===== src/hw/adcs_params.svh =====
`ifndef ADCS_PARAMS_SVH
`define ADCS_PARAMS_SVH

// Register word offsets
`define ADCS_REG_CTRL 4'h0
`define ADCS_REG_CHAN 4'h1
`define ADCS_REG_STAT 4'h2
`define ADCS_REG_MASK 4'h3
`define ADCS_REG_DATA 4'h4
`define ADCS_REG_CMD 4'h5

// Control register field positions
`define ADCS_CTRL_RES10 0
`define ADCS_CTRL_MODE_LO 1
`define ADCS_CTRL_MODE_HI 2
`define ADCS_CTRL_TRIG_LO 3
`define ADCS_CTRL_TRIG_HI 4
`define ADCS_CTRL_PROT 5

// Channel register fields
`define ADCS_CHAN_START_LO 0
`define ADCS_CHAN_START_HI 2
`define ADCS_CHAN_END_LO 4
`define ADCS_CHAN_END_HI 6

// Status bits
`define ADCS_ST_DONE 0
`define ADCS_ST_OVR 1
`define ADCS_ST_BUSY 2

// Command bits
`define ADCS_CMD_START 0
`define ADCS_CMD_STOP 1

// Timing: figures in ns at the reference clock
`define ADCS_CONV_NS 6130
`define ADCS_SAMPLE_NS 2000
`define ADCS_CLK_NS 8
// Least times round up
`define ADCS_SAMPLE_CYC ((`ADCS_SAMPLE_NS + `ADCS_CLK_NS - 1) / `ADCS_CLK_NS)
`define ADCS_CONV_CYC ((`ADCS_CONV_NS + `ADCS_CLK_NS - 1) / `ADCS_CLK_NS)

`define ADCS_RES_BITS 10
// Lowest trial bit in eight-bit mode
`define ADCS_NARROW_LSB 2
`define ADCS_NCHAN 8

`endif


===== src/hw/adcs_pkg.sv =====
package adcs_pkg;
  typedef enum logic [1:0] {
    ADCS_MODE_SINGLE1,
    ADCS_MODE_SINGLE2,
    ADCS_MODE_CONT,
    ADCS_MODE_INCR
  } adcs_mode_t;

  typedef enum logic [1:0] {
    ADCS_TRIG_SW,
    ADCS_TRIG_RELOAD,
    ADCS_TRIG_FREERUN,
    ADCS_TRIG_NONE
  } adcs_trig_t;

  typedef enum logic [2:0] {
    ADCS_IDLE,
    ADCS_SAMPLE,
    ADCS_APPROX,
    ADCS_SETTLE,
    ADCS_PAUSE
  } adcs_state_t;
endpackage


===== src/hw/adcs_sequencer.sv =====
`timescale 1ns/10ps
`include "adcs_params.svh"
// Operation
// - Software chooses eight-bit or ten-bit result per conversion.
// - Eight analog channels; program settings pick the channel range.
// - Start from software, reload timer rising edge or free-run zero edge.
// - Single-shot modes with one channel convert once, then stop.
// - Single-shot scan converts each channel once in order, then stops.
// - Continuous mode repeats conversions on one channel or the scan set.
// - Incremental mode converts one channel then waits for next trigger.
// - Completion raises interrupt usable by the descriptor transfer service.
// - With protection enabled, an unread result is never overwritten.
// - Whole conversion with sampling lasts at least 6.13 us.
// - Sampling phase lasts at least 2.0 us.
// - Result comes by successive approximation after sample and hold.
module adcs_sequencer
  import adcs_pkg::*;
(
  input wire logic clk,
  input wire logic rst_b,
  input wire logic [3:0] avs_address,
  input wire logic avs_read,
  input wire logic avs_write,
  input wire logic [31:0] avs_writedata,
  output logic [31:0] avs_readdata,
  output logic avs_waitrequest,
  input wire logic reload_timer_out,
  input wire logic freerun_zero,
  input wire logic cmp_high,
  output logic [2:0] analog_channel,
  output logic sample_hold,
  output logic [9:0] dac_code,
  output logic irq,
  output logic descriptor_transfer_service
);

  ////////////////////////////////////////////////////////////////////////////
  // Declarations

  logic [5:0] ctrl;
  logic [6:0] chan_cfg;
  logic [2:0] mask;
  logic [2:0] status;
  logic [9:0] result;
  logic result_unread;
  adcs_state_t state;
  logic [9:0] timer;
  logic [3:0] bit_idx;
  logic [9:0] sar;
  logic [2:0] cur_chan;
  logic [2:0] rld_sync;
  logic [2:0] frz_sync;
  logic rld_level;
  logic frz_level;
  logic rld_prev;
  logic frz_prev;
  logic hw_trig;
  logic sw_start;
  logic sw_stop;
  logic trigger;
  logic conv_done;
  logic stored;
  logic wr_acc;
  logic rd_acc;
  logic rd_pend;
  logic next_rd_pend;
  adcs_mode_t mode;
  adcs_trig_t trig_sel;
  logic res10;
  logic prot_en;
  logic [2:0] chan_start;
  logic [2:0] chan_end;
  logic [3:0] lsb_idx;

  localparam logic [9:0] SAMPLE_CYC = 10'(`ADCS_SAMPLE_CYC);
  localparam logic [9:0] CONV_CYC = 10'(`ADCS_CONV_CYC);
  localparam logic [3:0] MSB_IDX = 4'(`ADCS_RES_BITS - 1);
  localparam logic [3:0] NARROW_LSB = 4'(`ADCS_NARROW_LSB);

  // Bit position of the one-hot trial bit for a given step
  function automatic logic [9:0] adcs_trial(input logic [3:0] idx);
    adcs_trial = 10'h001 << idx;
  endfunction

  // Trial bit survives when the input is at least the trial code
  function automatic logic [9:0] adcs_keep(input logic [9:0] code,
                                           input logic [3:0] idx,
                                           input logic keep);
    adcs_keep = keep ? code : (code & ~adcs_trial(idx));
  endfunction

  assign mode = adcs_mode_t'(ctrl[`ADCS_CTRL_MODE_HI:`ADCS_CTRL_MODE_LO]);
  assign trig_sel = adcs_trig_t'(ctrl[`ADCS_CTRL_TRIG_HI:`ADCS_CTRL_TRIG_LO]);
  assign res10 = ctrl[`ADCS_CTRL_RES10];
  assign prot_en = ctrl[`ADCS_CTRL_PROT];
  assign chan_start = chan_cfg[`ADCS_CHAN_START_HI:`ADCS_CHAN_START_LO];
  assign chan_end = chan_cfg[`ADCS_CHAN_END_HI:`ADCS_CHAN_END_LO];
  // Eight-bit mode uses the top trial bits, so full scale is kept
  assign lsb_idx = res10 ? 4'h0 : NARROW_LSB;

  ////////////////////////////////////////////////////////////////////////////
  // Avalon slave: writes take one cycle, reads answer one cycle later

  assign wr_acc = avs_write;
  assign rd_acc = avs_read && rd_pend;
  assign next_rd_pend = avs_read && !rd_pend;
  // Reads stall one cycle so readdata comes from a flop
  assign avs_waitrequest = avs_read && !rd_pend;
  assign sw_start = wr_acc && (avs_address == `ADCS_REG_CMD) &&
                    avs_writedata[`ADCS_CMD_START];
  assign sw_stop = wr_acc && (avs_address == `ADCS_REG_CMD) &&
                   avs_writedata[`ADCS_CMD_STOP];

  // Read pending flag
  always_ff @(posedge clk or negedge rst_b) begin
    if (!rst_b) begin
      rd_pend <= 1'b0;
    end else begin
      rd_pend <= next_rd_pend;
    end
  end

  // Read data mux, unmapped reads return zero
  always_ff @(posedge clk or negedge rst_b) begin
    if (!rst_b) begin
      avs_readdata <= 32'h0000_0000;
    end else if (next_rd_pend) begin
      unique case (avs_address)
        `ADCS_REG_CTRL: avs_readdata <= {26'h0, ctrl};
        `ADCS_REG_CHAN: avs_readdata <= {25'h0, chan_cfg};
        `ADCS_REG_STAT: avs_readdata <= {29'h0, status};
        `ADCS_REG_MASK: avs_readdata <= {29'h0, mask};
        `ADCS_REG_DATA: avs_readdata <= {22'h0, result};
        default: avs_readdata <= 32'h0000_0000;
      endcase
    end
  end

  // Configuration registers
  always_ff @(posedge clk or negedge rst_b) begin
    if (!rst_b) begin
      ctrl <= 6'h00;
      chan_cfg <= 7'h00;
      mask <= 3'h0;
    end else if (wr_acc) begin
      if (avs_address == `ADCS_REG_CTRL) begin
        ctrl <= avs_writedata[5:0];
      end
      if (avs_address == `ADCS_REG_CHAN) begin
        chan_cfg <= avs_writedata[6:0];
      end
      if (avs_address == `ADCS_REG_MASK) begin
        mask <= avs_writedata[2:0];
      end
    end
  end

  ////////////////////////////////////////////////////////////////////////////
  // Trigger inputs: three flops, an edge counts when stages two and three agree

  always_ff @(posedge clk or negedge rst_b) begin
    if (!rst_b) begin
      rld_sync <= 3'h0;
      frz_sync <= 3'h0;
      rld_level <= 1'b0;
      frz_level <= 1'b0;
      rld_prev <= 1'b0;
      frz_prev <= 1'b0;
    end else begin
      rld_sync <= {rld_sync[1:0], reload_timer_out};
      frz_sync <= {frz_sync[1:0], freerun_zero};
      if (rld_sync[1] == rld_sync[2]) begin
        rld_level <= rld_sync[2];
      end
      if (frz_sync[1] == frz_sync[2]) begin
        frz_level <= frz_sync[2];
      end
      rld_prev <= rld_level;
      frz_prev <= frz_level;
    end
  end

  // Rising edges only; a held level must not retrigger
  always_comb begin
    unique case (trig_sel)
      ADCS_TRIG_RELOAD: hw_trig = rld_level && !rld_prev;
      ADCS_TRIG_FREERUN: hw_trig = frz_level && !frz_prev;
      default: hw_trig = 1'b0;
    endcase
  end
  // A trigger during a conversion is dropped, not queued; queuing would
  // let a burst of timer edges run conversions back to back unnoticed
  assign trigger = sw_start || hw_trig;

  ////////////////////////////////////////////////////////////////////////////
  // Conversion sequencer

  // Timeline of one conversion, counted in timer:
  //   1 to SAMPLE_CYC       track the input, hold at the end
  //   next 8 or 10 cycles   one trial bit per cycle, MSB first
  //   up to CONV_CYC        pad, so the least time holds at any resolution
  // The pad makes eight-bit mode no faster; only the lower bound is fixed.
  // A stop command wins over every state change, not over a store in the same cycle, and leaves the datapath as it is.
  assign conv_done = (state == ADCS_SETTLE) && (timer == CONV_CYC);
  // Stalling rather than dropping keeps the newest sample waiting, so it
  // is the one stored once software has read the old result out
  // Protection holds a finished result back while the old one is unread
  assign stored = conv_done && !(prot_en && result_unread);

  always_ff @(posedge clk or negedge rst_b) begin
    if (!rst_b) begin
      state <= ADCS_IDLE;
      timer <= 10'h000;
      cur_chan <= 3'h0;
    end else if (sw_stop) begin
      state <= ADCS_IDLE;
    end else begin
      unique case (state)
        ADCS_IDLE, ADCS_PAUSE: begin
          if (trigger) begin
            // Idle restarts the scan, pause resumes it
            if (state == ADCS_IDLE) begin
              cur_chan <= chan_start;
            end
            state <= ADCS_SAMPLE;
            timer <= 10'h001;
          end
        end
        ADCS_SAMPLE: begin
          timer <= timer + 10'h001;
          if (timer == SAMPLE_CYC) begin
            state <= ADCS_APPROX;
          end
        end
        ADCS_APPROX: begin
          timer <= timer + 10'h001;
          if (bit_idx == lsb_idx) begin
            state <= ADCS_SETTLE;
          end
        end
        ADCS_SETTLE: begin
          // Pad out to the least conversion time
          if (timer != CONV_CYC) begin
            timer <= timer + 10'h001;
          end else if (stored) begin
            timer <= 10'h001;
            if (cur_chan != chan_end) begin
              cur_chan <= cur_chan + 3'h1;
              state <= (mode == ADCS_MODE_INCR) ? ADCS_PAUSE
                                                : ADCS_SAMPLE;
            end else begin
              cur_chan <= chan_start;
              unique case (mode)
                ADCS_MODE_CONT: state <= ADCS_SAMPLE;
                ADCS_MODE_INCR: state <= ADCS_PAUSE;
                default: state <= ADCS_IDLE;
              endcase
            end
          end
        end
        default: state <= ADCS_IDLE;
      endcase
    end
  end

  // SAR datapath: trial bits from the MSB down; eight-bit mode stops two
  // bits early, so its code still spans the whole ten-bit scale
  always_ff @(posedge clk or negedge rst_b) begin
    if (!rst_b) begin
      bit_idx <= 4'h0;
      sar <= 10'h000;
    end else if (!sw_stop) begin
      if (state == ADCS_SAMPLE && timer == SAMPLE_CYC) begin
        bit_idx <= MSB_IDX;
        sar <= adcs_trial(MSB_IDX);
      end else if (state == ADCS_APPROX) begin
        // Keep or drop the trial bit, then try the next lower one
        if (bit_idx == lsb_idx) begin
          sar <= adcs_keep(sar, bit_idx, cmp_high);
        end else begin
          bit_idx <= bit_idx - 4'h1;
          sar <= adcs_keep(sar, bit_idx, cmp_high) |
                 adcs_trial(bit_idx - 4'h1);
        end
      end
    end
  end

  // Result register, stored before moving on
  always_ff @(posedge clk or negedge rst_b) begin
    if (!rst_b) begin
      result <= 10'h000;
    end else if (stored) begin
      result <= res10 ? sar : (sar >> NARROW_LSB);
    end
  end

  // Unread flag: a new store wins over a simultaneous data read
  always_ff @(posedge clk or negedge rst_b) begin
    if (!rst_b) begin
      result_unread <= 1'b0;
    end else if (stored) begin
      result_unread <= 1'b1;
    end else if (rd_acc && avs_address == `ADCS_REG_DATA) begin
      result_unread <= 1'b0;
    end
  end

  ////////////////////////////////////////////////////////////////////////////
  // Status and interrupt: done and overrun sticky, write one to clear, set wins

  always_ff @(posedge clk or negedge rst_b) begin
    if (!rst_b) begin
      status <= 3'h0;
    end else begin
      if (stored) begin
        status[`ADCS_ST_DONE] <= 1'b1;
      end else if (wr_acc && avs_address == `ADCS_REG_STAT &&
                   avs_writedata[`ADCS_ST_DONE]) begin
        status[`ADCS_ST_DONE] <= 1'b0;
      end
      if (conv_done && !stored) begin
        status[`ADCS_ST_OVR] <= 1'b1;
      end else if (wr_acc && avs_address == `ADCS_REG_STAT &&
                   avs_writedata[`ADCS_ST_OVR]) begin
        status[`ADCS_ST_OVR] <= 1'b0;
      end
      status[`ADCS_ST_BUSY] <= (state != ADCS_IDLE);
    end
  end

  // Level interrupt; its done term alone is the request to the descriptor transfer service
  assign irq = |(status[1:0] & mask[1:0]);
  assign descriptor_transfer_service = status[`ADCS_ST_DONE] &&
                                       mask[`ADCS_ST_DONE];

  // Front-end drive: channel and DAC code from flops, sample_hold decoded from state
  assign analog_channel = cur_chan;
  assign sample_hold = (state == ADCS_SAMPLE);
  assign dac_code = sar;

endmodule // adcs_sequencer


===== config.mk =====
export PLATFORM = sky130hd
export DESIGN_NAME = adcs_sequencer
export DESIGN_NICKNAME = d
export VERILOG_FILES = /design/src/hw/adcs_pkg.sv /design/src/hw/adcs_sequencer.sv
export VERILOG_INCLUDE_DIRS = /design/src /design/src/hw
export SDC_FILE = /design/constraint.sdc
export NUM_CORES = 1
export LEC_CHECK = 0
export BUFFER_PORTS_ARGS = -buffer_cell sky130_fd_sc_hd__buf_4
export CAP_MARGIN = 30
export CORE_MARGIN = 2
export CORE_UTILIZATION = 35
export CTS_BUF_LIST = sky130_fd_sc_hd__clkbuf_4
export CTS_CLUSTER_DIAMETER = 200
export DETAILED_ROUTE_END_ITERATION = 8
export PLACE_DENSITY = 0.54
export SYNTH_ARGS = -nofsm -noshare
export SYNTH_HDL_FRONTEND = slang
export SYNTH_SLANG_ARGS = --single-unit

===== constraint.sdc =====
create_clock -name clk -period 2.5 [get_ports clk]
set_input_delay 0.75 -clock clk [delete_from_list [all_inputs] [get_ports clk]]
set_output_delay 0.75 -clock clk [all_outputs]
set_load 0.005 [all_outputs]

Word-level counts from Yosys, hierarchy flattened
Index checks and enable logic that the tools add are counted.
{ "classes": {"add_sub_neg": 3, "eq_ne": 31, "shift": 2, "n_mux": 37, "bitwise_logic": 5, "reduce_logical": 43} }
{ "op_table": {"columns": ["operator", "n"], "rows": [
  ["2-to-1 mux 10 bit", 8],
  ["case mux 10 bit (5 select lines)", 1],
  ["2-to-1 mux 3 bit", 13],
  ["case mux 10 bit (3 select lines)", 1],
  ["left shift 1 x 4 -> 10 bit (first input constant)", 2],
  ["logical AND 1 bit", 17],
  ["2-to-1 mux 4 bit", 3],
  ["!= test 3 bit (second input constant)", 4],
  ["case mux 3 bit (2 select lines)", 2],
  ["case mux 3 bit (4 select lines)", 1],
  ["adder 10 x 1 -> 10 bit (second input constant)", 1],
  ["AND 10 bit", 1],
  ["== test 10 bit (second input constant)", 1],
  ["== test 10 x 8 -> 1 bit (second input constant)", 1],
  ["!= test 10 bit (second input constant)", 1],
  ["NOT 10 bit", 1],
  ["OR 10 bit", 1],
  ["nonzero test 2 bit", 5],
  ["== test 4 x 2 -> 1 bit (second input constant)", 2],
  ["== test 4 x 3 -> 1 bit (second input constant)", 2],
  ["!= test 2 bit (second input constant)", 4],
  ["AND reduction 2 bit", 4],
  ["== test 2 bit (second input constant)", 3],
  ["== test 3 x 2 -> 1 bit (second input constant)", 2],
  ["other kinds (27)", 40]
]} }
{ "totals": {"regBits": 103, "input_bits": 43, "wordCells": 142} }

Depth between registers and ports, before layout
Gate-level depths: netlist of the first run.
{ "depth": {"ltp_word": 8, "ltp_mapped": 8, "ltp_nobuf": 7} }

Worst setup path before layout of the first run
Ideal clock, no wire load.
{ "synth_timing": {"path_type": "reg2reg", "startpoint": "register timer[0]", "endpoint": "register cur_chan[1] (netlist: analog_channel[1])", "setup_ps": 125, "t_arrival_ps": 2060, "t_required_ps": 2375, "slack_ps": 315, "path_stages_with_launch": 7, "path_buffers": 0, "cell_sequence": "dfrtp_1 ha_1 nand3_1 or3_4 a22o_4 or3_4 mux2_4"} }
{ "synth_between": {"elab_chain_len": 5, "word_cells_on_any_way": 7, "classes_between": "eq/ne: 4; reduce/logical: 3"} }
{ "synth_lines": {"columns": ["item", "line_no", "text"], "rows": [
  ["from (decl)", "adcs_sequencer.sv:47", "logic [9:0] timer;"],
  ["from (signal assigned)", "adcs_sequencer.sv:230", "timer <= timer + 10'h001;"],
  ["from (signal assigned)", "adcs_sequencer.sv:236", "timer <= timer + 10'h001;"],
  ["from (signal assigned)", "adcs_sequencer.sv:244", "timer <= timer + 10'h001;"],
  ["== test 10 bit", "adcs_sequencer.sv:204", "assign conv_done = (state == ADCS_SETTLE) && (timer == CONV_CYC);"],
  ["logical AND 1 bit", "adcs_sequencer.sv:204", null],
  ["logical AND 1 bit", "adcs_sequencer.sv:208", "assign stored = conv_done && !(prot_en && result_unread);"],
  ["!= test 2 bit (no line)", null, null],
  ["AND reduction 6 bit (no line) (*)", null, null],
  ["to (signal assigned)", "adcs_sequencer.sv:223", "cur_chan <= chan_start;"],
  ["to (signal assigned)", "adcs_sequencer.sv:248", "cur_chan <= cur_chan + 3'h1;"],
  ["to (signal assigned)", "adcs_sequencer.sv:252", "cur_chan <= chan_start;"],
  ["to (decl)", "adcs_sequencer.sv:50", "logic [2:0] cur_chan;"]
]} }
Mark *: on every way between the ends. The rest lies on a longest branch, timed or not.
A chain may end at the register's enable or synchronous reset.

Worst setup path in the final report of the first run
{ "layout_timing": {"startpoint": "register state[0]", "endpoint": "output sample_hold"} }
{ "layout_between": {"elab_chain_len": 1} }
{ "layout_lines": {"columns": ["item", "line_no", "text"], "rows": [
  ["from (decl)", "adcs_sequencer.sv:46", "adcs_state_t state;"],
  ["from (signal assigned)", "adcs_sequencer.sv:249", "state <= (mode == ADCS_MODE_INCR) ? ADCS_PAUSE"],
  ["== test 3 x 1 -> 1 bit", "adcs_sequencer.sv:339", "assign sample_hold = (state == ADCS_SAMPLE);"],
  ["to (decl)", "adcs_sequencer.sv:31", "output logic sample_hold,"]
]} }
Every way passes these cells.

==> results of run 1 <==
kinds of logic (layout without fill, tap and decap cells):
family	Yosys count	in the layout	synth area share
other	1	23	0.000866
multiplexers	31	31	0.0789
flip-flops	81	81	0.468
buffers and inverters	50	89	0.0636
adder cells (fa/ha/maj)	12	12	0.0335
AND/OR/NAND/NOR	128	128	0.160
AO/OA/AOI/OAI	112	112	0.182
XOR/XNOR	6	6	0.0121
area by class of cell:
cell class              instances  area [µm²]
repair buffers                 62         465
clock buffers                   9        67.6
fillers                      1189        7080
flip-flops and latches         81        2030
well taps                     168         210
inverters                      11        41.3
diodes                          1        2.50
clock inverters                 7        61.3
multi-input cells             311        2100
registers in the layout (all words and copies together), names as in the netlist:
register	count
frz_sync	3
mask	3
rld_prev	1
chan_cfg	7
bit_idx	4
result	10
analog_channel	3
state	3
timer	10
dac_code	10
status	3
frz_prev	1
rld_level	1
rld_sync	3
result_unread	1
rd_pend	1
frz_level	1
ctrl	6
avs_readdata	10
worst paths after layout:
path,startpoint,end,depth (start not counted)
max,state[0],sample_hold,3
min,rst_b,timer[4],1
max reg2reg,timer[0],dac_code[9],8
min reg2reg,frz_sync[0],frz_sync[1],0
max in group asynchronous,rst_b,rd_pend,2
min in group clk,frz_sync[0],frz_sync[1],0
where the power goes:
| group | switching, W | total [W] | internal, W | leakage, nW |
|---|---|---|---|---|
| clock | 0.000459 | 0.000754 | 0.000295 | 0.0729 |
| combinational | 0.000835 | 0.00167 | 0.000836 | 1.22 |
| sequential | 0.000381 | 0.00196 | 0.00158 | 1.04 |
| total | 0.00167 | 0.00438 | 0.00271 | 2.33 |
layer usage:
| metal | vias to the layer above | GRT usage |
|---|---|---|
| met5 | - | 0 |
| met4 | 0 | 0.0659 |
| met3 | 12 | 0.0195 |
| met2 | 66 | 0.249 |
| met1 | 1579 | 0.224 |
| li1 | 1593 | - |
placed cells by master (no fill, tap or decap), drive strengths merged, types with 3 or more instances in the layout:
master,n
a21o,8
or3,5
o31ai,18
nor3,4
a22oi,7
a2bb2oi,3
mux2i,9
and3,6
and2,5
nor2,12
ha,10
mux2,22
nand2b,5
inv,11
buf,62
or2,3
clkinv,5
nand4,4
o21ai,37
nor2b,10
o41ai,4
clkbuf,9
xor2,4
conb,22
nand2,47
dfrtp,81
a22o,15
a21oi,6
nand3,12
metrics by stage:
stage	area [µm²]	setup WS (ns)
5_1_grt	4980	0.00863
6_report	4980	0.0973
3_3_place_gp	4850	0.0611
2_1_floorplan	4410	0.315
4_1_cts	4980	0.0378
3_5_place_dp	4850	0.0399
critical path, cell delays in order, from the launching register on:
cell and delay [ns]:
dfrtp_1 0.57, or3b_1 0.46, inv_1 0.08, buf_4 0.10
==> impl_metrics.tcl, run 1 <==
set metrics [dict create \
    outcome "finished, final reports clean" \
    wirelength_met1_mm 4.82 \
    hold_class "in -> async" \
    worstMarginPinSlew_ns 0.668 \
    gp_congestion 0.804 \
    ant_nets 0 \
    clk_pin_slew_ns 0.14 \
    synth_largest_area_cell "dfrtp_1" \
    dr.first_iter.drc_count 258 \
    drc 0 \
    initial_core_util 0.359 \
    htreeDepth 3 \
    holdBufCountCts 0 \
    grt_pass1_vias 3172 \
    avgSynthCellArea_um2 10.3 \
    crit_type "reg -> out" \
    synth_cell_types 59 \
    synthTopCellsByArea "dfrtp_1 (47%), mux2_2 (5.5%), nand2_1 (4.1%), o21ai_0 (4.0%), buf_4 (3.8%)" \
    chipWidth_um 115 \
    layout_min_cycle_time_ns 2.40 \
    yosys_most_used_dff "dfrtp_1" \
    drv_cap 0 \
    die_h_um 115 \
    postCtsSetupRepairBufs 0 \
    grt_pass1_wl_mm 16.5 \
    power_density_mw_per_mm2 880 \
    hold_ws_ns 0.223 \
    area_delta_synth_final_pct 15.1 \
    route.met2.wl_mm 4.74 \
    cp-start-kind "register" \
    vias 3250 \
    hold_violations 0 \
    required_ns 1.75 \
    port_buffers 44 \
    avgRoutedWirePerCell_um 15.4 \
    final_nets 529 \
    cts_sinks 81 \
    r2r_slack_ns 0.16 \
    clock_latency_ns 0.45 \
    ys_ff_latch 81 \
    top_layer "met4" \
    rsz0062_at_grt "no" \
    path_max_fanout 12 \
    post-route-util 0.413 \
    leakage_nw 2.33 \
    yosysWarnings 0 \
    synthArstFlopShare 1.00 \
    ys_seq_area_frac 0.468 \
    clockBufferDepth 2 \
    dieArea_mm2 0.0133 \
    firstDrtPassIters 5 \
    clock.fmax_ghz 0.416 \
    synth.most_common_cell "dfrtp_1" \
    arrival_ns 1.65 \
    cp-end-kind "output pin" \
    dp.cells 633 \
    setup_viol 0 \
    total_power_w 0.00438 \
    core-area_mm2 0.0121 \
    min_period_over_period 0.961 \
    ir_worst_vdd_mv 0.273 \
    grt_max_degree 35 \
    rows 40 \
    cts_tree "built" \
    syn_area_mm2 0.00433 \
    grt_usage 0.159 \
    cts_buffers 9 \
    dpl.hpwl_mm 7.52 \
    synth_common_cells "dfrtp_1 (81), nand2_1 (47), o21ai_0 (35)" \
    skew_ns 0.0217 \
    relSlewSlack 0.551 \
    finalSetupTns_ns 0 \
    syn_inst 421 \
    grt_overflow 0 \
    final_layout_size_suffix_gt1_frac 0.229 \
    vias_per_cell 5.00 \
    cts-root-buf "clkbuf_4" \
    ios 92 \
    wl_mm 10.0 \
    finalNonFillerCells 650 \
    final-max-slew-violation-count 0 \
    wl_met3_um 280 \
    cts_resized 0 \
    yosysTopAreaCellShare 0.468 \
    antenna_found_initial 1 \
    synth-edff-count 0 \
]
No activity file was read; power rests on OpenSTA's default activity.
==> run 2: changes to the inputs <==
--- a/config.mk
+++ b/config.mk
@@ -6,6 +6,7 @@
 export SDC_FILE = /design/constraint.sdc
 export NUM_CORES = 1
 export LEC_CHECK = 0
+export ABC_AREA = 1
 export BUFFER_PORTS_ARGS = -buffer_cell sky130_fd_sc_hd__buf_4
 export CAP_MARGIN = 30
 export CORE_MARGIN = 2
==> impl_metrics.tcl, run 2 <==
set metrics [dict create \
    outcome "finished, final reports clean" \
    layout_min_cycle_time_ns 2.23 \
    cts_buffers 9 \
    synth-edff-count 0 \
    synth.most_common_cell "nand2_1" \
    ant_nets 0 \
    core-area_mm2 0.0125 \
    vias_per_cell 4.62 \
    cpMaxStageDelayCell "dfrtp_1" \
    yosysTopAreaCellShare 0.454 \
    setup_viol 0 \
    rows 41 \
    clockBufferDepth 2 \
    grt_usage 0.158 \
    port_buffers 44 \
    synth_cell_types 41 \
    skew_ns 0.0227 \
    worstMarginPinSlew_ns 0.528 \
    holdBufCountCts 0 \
    r2r_slack_ns 0.52 \
    clock_power_share 0.191 \
    arrival_ns 1.48 \
    grt_max_degree 51 \
    switching_power_w 0.00182 \
    ios 92 \
    hold_violations 0 \
    drv_cap 0 \
    gp_congestion 0.895 \
    cts-root-buf "clkbuf_4" \
    clk_pin_slew_ns 0.15 \
    synth_common_cells "nand2_1 (170), dfrtp_1 (81), inv_1 (67)" \
    initial_core_util 0.357 \
    grt_overflow 0 \
    clock_latency_ns 0.46 \
    yosys_most_used_dff "dfrtp_1" \
    final-max-slew-violation-count 0 \
    worstRegToRegCells 9 \
    chipWidth_um 117 \
    power_density_mw_per_mm2 851 \
    dr.first_iter.drc_count 243 \
    ir_worst_vdd_mv 0.277 \
    vias 3649 \
    crit_type "reg -> out" \
    path_cells "nor3_4, buf_4" \
    cp-end-kind "output pin" \
    reg2reg_to "bit_idx[2]" \
    cts_sinks 81 \
    sw_frac_of_total 0.423 \
    synthArstFlopShare 1.00 \
    r2r-start "timer[0]" \
    cts_resized 0 \
    syn_inst 563 \
    required_ns 1.75 \
    drc 0 \
    finalSetupTns_ns 0 \
    relSlewSlack 0.646 \
    combPwrFrac 0.378 \
    total_power_w 0.00430 \
    final_layout_size_suffix_gt1_frac 0.139 \
    area_delta_synth_final_pct 13.3 \
    final_common_cell "nand2_1" \
    leakage_nw 2.52 \
    postCtsSetupRepairBufs 0 \
    syn_area_mm2 0.00446 \
    final_nets 665 \
    die_h_um 117 \
    hold_class "in -> async" \
    wl_mm 10.1 \
    synth_largest_area_cell "dfrtp_1" \
    grt_pass1_vias 3461 \
    avgRoutedWirePerCell_um 12.8 \
    synthTopCellsByArea "dfrtp_1 (45%), nand2_1 (14%), o21ai_0 (6.3%), inv_1 (5.6%), nand3_1 (4.6%)" \
    layout_common_cells "nand2_1 (170), dfrtp_1 (81), inv_1 (67), o21ai_0 (56), buf_4 (47)" \
    cts_tree "built" \
    antenna_found_initial 0 \
    dpl.hpwl_mm 7.47 \
    avgSynthCellArea_um2 7.93 \
    n_antenna_cell 0 \
    slowest_delay_ns 0.48 \
    htreeDepth 3 \
    clock.fmax_ghz 0.449 \
    yosysWarnings 0 \
    firstDrtPassIters 4 \
    ys_ff_latch 81 \
    seq_power_share 0.431 \
    dieArea_mm2 0.0137 \
    path_max_fanout 5 \
    rsz0062_at_grt "no" \
    p_int_w 0.00249 \
    grt_pass1_wl_mm 16.8 \
    cp-start-kind "register" \
    min_period_over_period 0.891 \
    ys_seq_area_frac 0.454 \
]
[run 2: cell types whose count changed in the layout (fill, tap and decap cells not counted), sizes merged, moves of 6 or more]
cell	previous run	this run
nor2b	10	0
o21ai	37	70
and3	6	0
a22oi	7	0
nand3	12	46
a22o	15	1
o31ai	18	5
a21o	8	2
nor2	12	25
buf	62	48
mux2	22	1
nand2	47	175
mux2i	9	0
inv	11	70
[run 2: final cells by class]
type	instances	area, µm²
Multi-Input combinational cell	401	2020
Fill cell	1335	7460
Clock buffer	9	67.6
Sequential cell	81	2030
Inverter	71	273
Tap cell	172	215
Timing Repair Buffer	48	373
Clock inverter	7	78.8
[run 2: metrics by stage]
step	utilization	cells	instance area [µm²]	hold slack [ns]	setup slack, ns
finish	0.404	789	5060	0.195	0.272
global route	0.404	789	5060	0.203	0.206
CTS	0.404	789	5060	0.190	0.241
detailed placement	0.392	773	4910	0.337	0.324
global placement	0.392	773	4910	0.333	0.328
floorplan	-	584	4540	0.331	0.684
[run 2: worst max-delay path by stage]
stage,start,end
CTS,state[1],sample_hold
global placement,avs_address[1],dac_code[5]
detailed placement,avs_address[1],dac_code[6]
floorplan,avs_address[3],chan_cfg[4]
global route,state[1],sample_hold
finish,state[1],sample_hold
[run 2: logic make-up after synthesis]
logic type | share of synthesized area
AOI/OAI and AO/OA | 0.116
xor gates and xnor gates | 0.0235
adders and majority gates | 0.0325
buffers and inverters | 0.110
DFF | 0.454
muxes | 0.00252
other | 0.000840
and+or+nand+nor | 0.260
[run 2: power by group through the flow]
| stage | logic, W | registers (W) | clock network, W |
|---|---|---|---|
| global placement | 0.00161 | 0.00188 | 0 |
| finish | 0.00163 | 0.00186 | 0.000823 |
| detailed placement | 0.00163 | 0.00188 | 0 |
| global route | 0.00187 | 0.00190 | 0.000908 |
| CTS | 0.00164 | 0.00186 | 0.000857 |
| floorplan | 0.00118 | 0.00179 | 0 |
[run 2: worst max-delay path: cells and delay by family, from the launching register on]
kind	cells	cell delay (ns)
buf+inv	1	0.18
simple gates	1	0.36
flops	1	0.48
[run 2: layer usage]
metal  vias to the layer above  track usage  part of all wire
met4                         0       0.0675             0.022
li1                       1864            -                 -
met5                         -            0                 0
met3                        16       0.0273             0.041
met1                      1695        0.207              0.47
met2                        74        0.258              0.46
==> run 3: changes to the inputs <==
--- a/config.mk
+++ b/config.mk
@@ -15,6 +15,7 @@
 export CTS_CLUSTER_DIAMETER = 200
 export DETAILED_ROUTE_END_ITERATION = 8
 export PLACE_DENSITY = 0.54
+export RECOVER_POWER = 25
 export SYNTH_ARGS = -nofsm -noshare
 export SYNTH_HDL_FRONTEND = slang
 export SYNTH_SLANG_ARGS = --single-unit
==> impl_metrics.tcl, run 3 (synthesis results as in run 2) <==
set metrics [dict create \
    total_power_w 0.00430 \
    cts_buffers 9 \
    grt_overflow 0 \
    rsz0062_at_grt "no" \
    grt_pass1_wl_mm 16.8 \
    rows 41 \
    path_max_fanout 5 \
    holdBufCountCts 0 \
    vias 3671 \
    place_area_mm2 0.00491 \
    dp.cells 773 \
    grt_max_degree 51 \
    core-area_mm2 0.0125 \
    hold_class "reg -> reg" \
    dieArea_mm2 0.0137 \
    grt_pass1_vias 3461 \
    ant_nets 0 \
    final_common_cell "nand2_1" \
    firstDrtPassIters 4 \
    final_layout_size_suffix_gt1_frac 0.136 \
    cts_sinks 81 \
    power_density_mw_per_mm2 852 \
    final_nets 665 \
    cts-root-buf "clkbuf_4" \
    required_ns 1.75 \
    n_fill_cell 1337 \
    ios 92 \
    worstMarginPinSlew_ns 1.76 \
    gp_congestion 0.895 \
    leakage_nw 2.51 \
    finalNonFillerCells 789 \
    clockBufferDepth 2 \
    cp-start-kind "register" \
    skew_ns 0.0216 \
    drc 0 \
    crit_type "reg -> out" \
    ir_worst_vdd_mv 0.277 \
    finalSetupTns_ns 0 \
    min_period_over_period 0.891 \
    final-max-slew-violation-count 32 \
    dr.first_iter.drc_count 243 \
    cts_resized 0 \
    outcome "finished, violations left" \
    stdcell_area_mm2 0.00505 \
    wl_mm 10.1 \
    die_h_um 117 \
    grt_usage 0.158 \
    vias_per_cell 4.65 \
    port_buffers 44 \
    drv_cap 1 \
    hold_ws_ns 0.365 \
    htreeDepth 3 \
    area_delta_synth_final_pct 13.1 \
    layout_common_cells "nand2_1 (170), dfrtp_1 (81), inv_1 (67), o21ai_0 (56), buf_4 (43)" \
    clock.fmax_ghz 0.449 \
    dpl.hpwl_mm 7.47 \
    cp-end-kind "output pin" \
    clock_latency_ns 0.46 \
    postCtsSetupRepairBufs 0 \
    initial_core_util 0.357 \
    arrival_ns 1.48 \
    antenna_found_initial 0 \
    hold_violations 0 \
    setup_viol 0 \
    violations "max-capacitance violations, max-slew violations" \
    layout_min_cycle_time_ns 2.23 \
    clk_pin_slew_ns 0.14 \
    chipWidth_um 117 \
    n_antenna_cell 0 \
    avgRoutedWirePerCell_um 12.8 \
    relSlewSlack -0.172 \
    cts_tree "built" \
]
==> run 3: worst max-delay path, cell delays in order (launching register included) <==
cell and delay [ns]:
dfrtp_1 0.48, nor3_4 0.36, buf_4 0.18
==> run 3: area by class of cell <==
class / instances / area [µm²] / share of cell area
clock buffer: 9 / 67.6 / 0.0134
clock inverter: 7 / 78.8 / 0.0156
inverter: 71 / 273 / 0.0540
multi-input combinational: 401 / 2020 / 0.401
sequential: 81 / 2030 / 0.401
tap: 172 / 215 / 0.0426
timing repair buffer: 48 / 365 / 0.0723
==> run 3: layer usage <==
metal | part of all wire | track usage | wire length, µm | up-vias
li1 | - | - | - | 1864
met1 | 0.47 | 0.207 | 4760 | 1709
met2 | 0.46 | 0.258 | 4640 | 82
met3 | 0.043 | 0.0273 | 433 | 16
met4 | 0.022 | 0.0675 | 221 | 0
met5 | 0 | 0 | 0 | -
==> run 3: metrics by stage <==
step / setup slack [ns] / util
6_report: 0.272 / 0.403
3_3_place_gp: 0.328 / 0.392
5_1_grt: 0.206 / 0.403
2_1_floorplan: 0.684 / -
3_5_place_dp: 0.324 / 0.392
4_1_cts: 0.241 / 0.404
==> run 3: final timing paths <==
| path | startpoint | to | slack (ns) | cells after the start |
|---|---|---|---|---|
| min | frz_sync[0] | frz_sync[1] | 0.37 | 0 |
| max | state[1] | sample_hold | 0.27 | 2 |
| max reg2reg | timer[0] | timer[9] | 0.52 | 10 |
| min reg2reg | frz_sync[0] | frz_sync[1] | 0.37 | 0 |
| min in group asynchronous | rst_b | avs_readdata[5] | 0.73 | 1 |
| max in group asynchronous | rst_b | state[0] | 0.74 | 2 |
==> run 3: power by group <==
group | internal (W) | total (W) | switching [W]
registers | 0.00156 | 0.00185 | 0.000293
logic | 0.000611 | 0.00163 | 0.00102
clock network | 0.000310 | 0.000823 | 0.000513
total | 0.00248 | 0.00430 | 0.00182
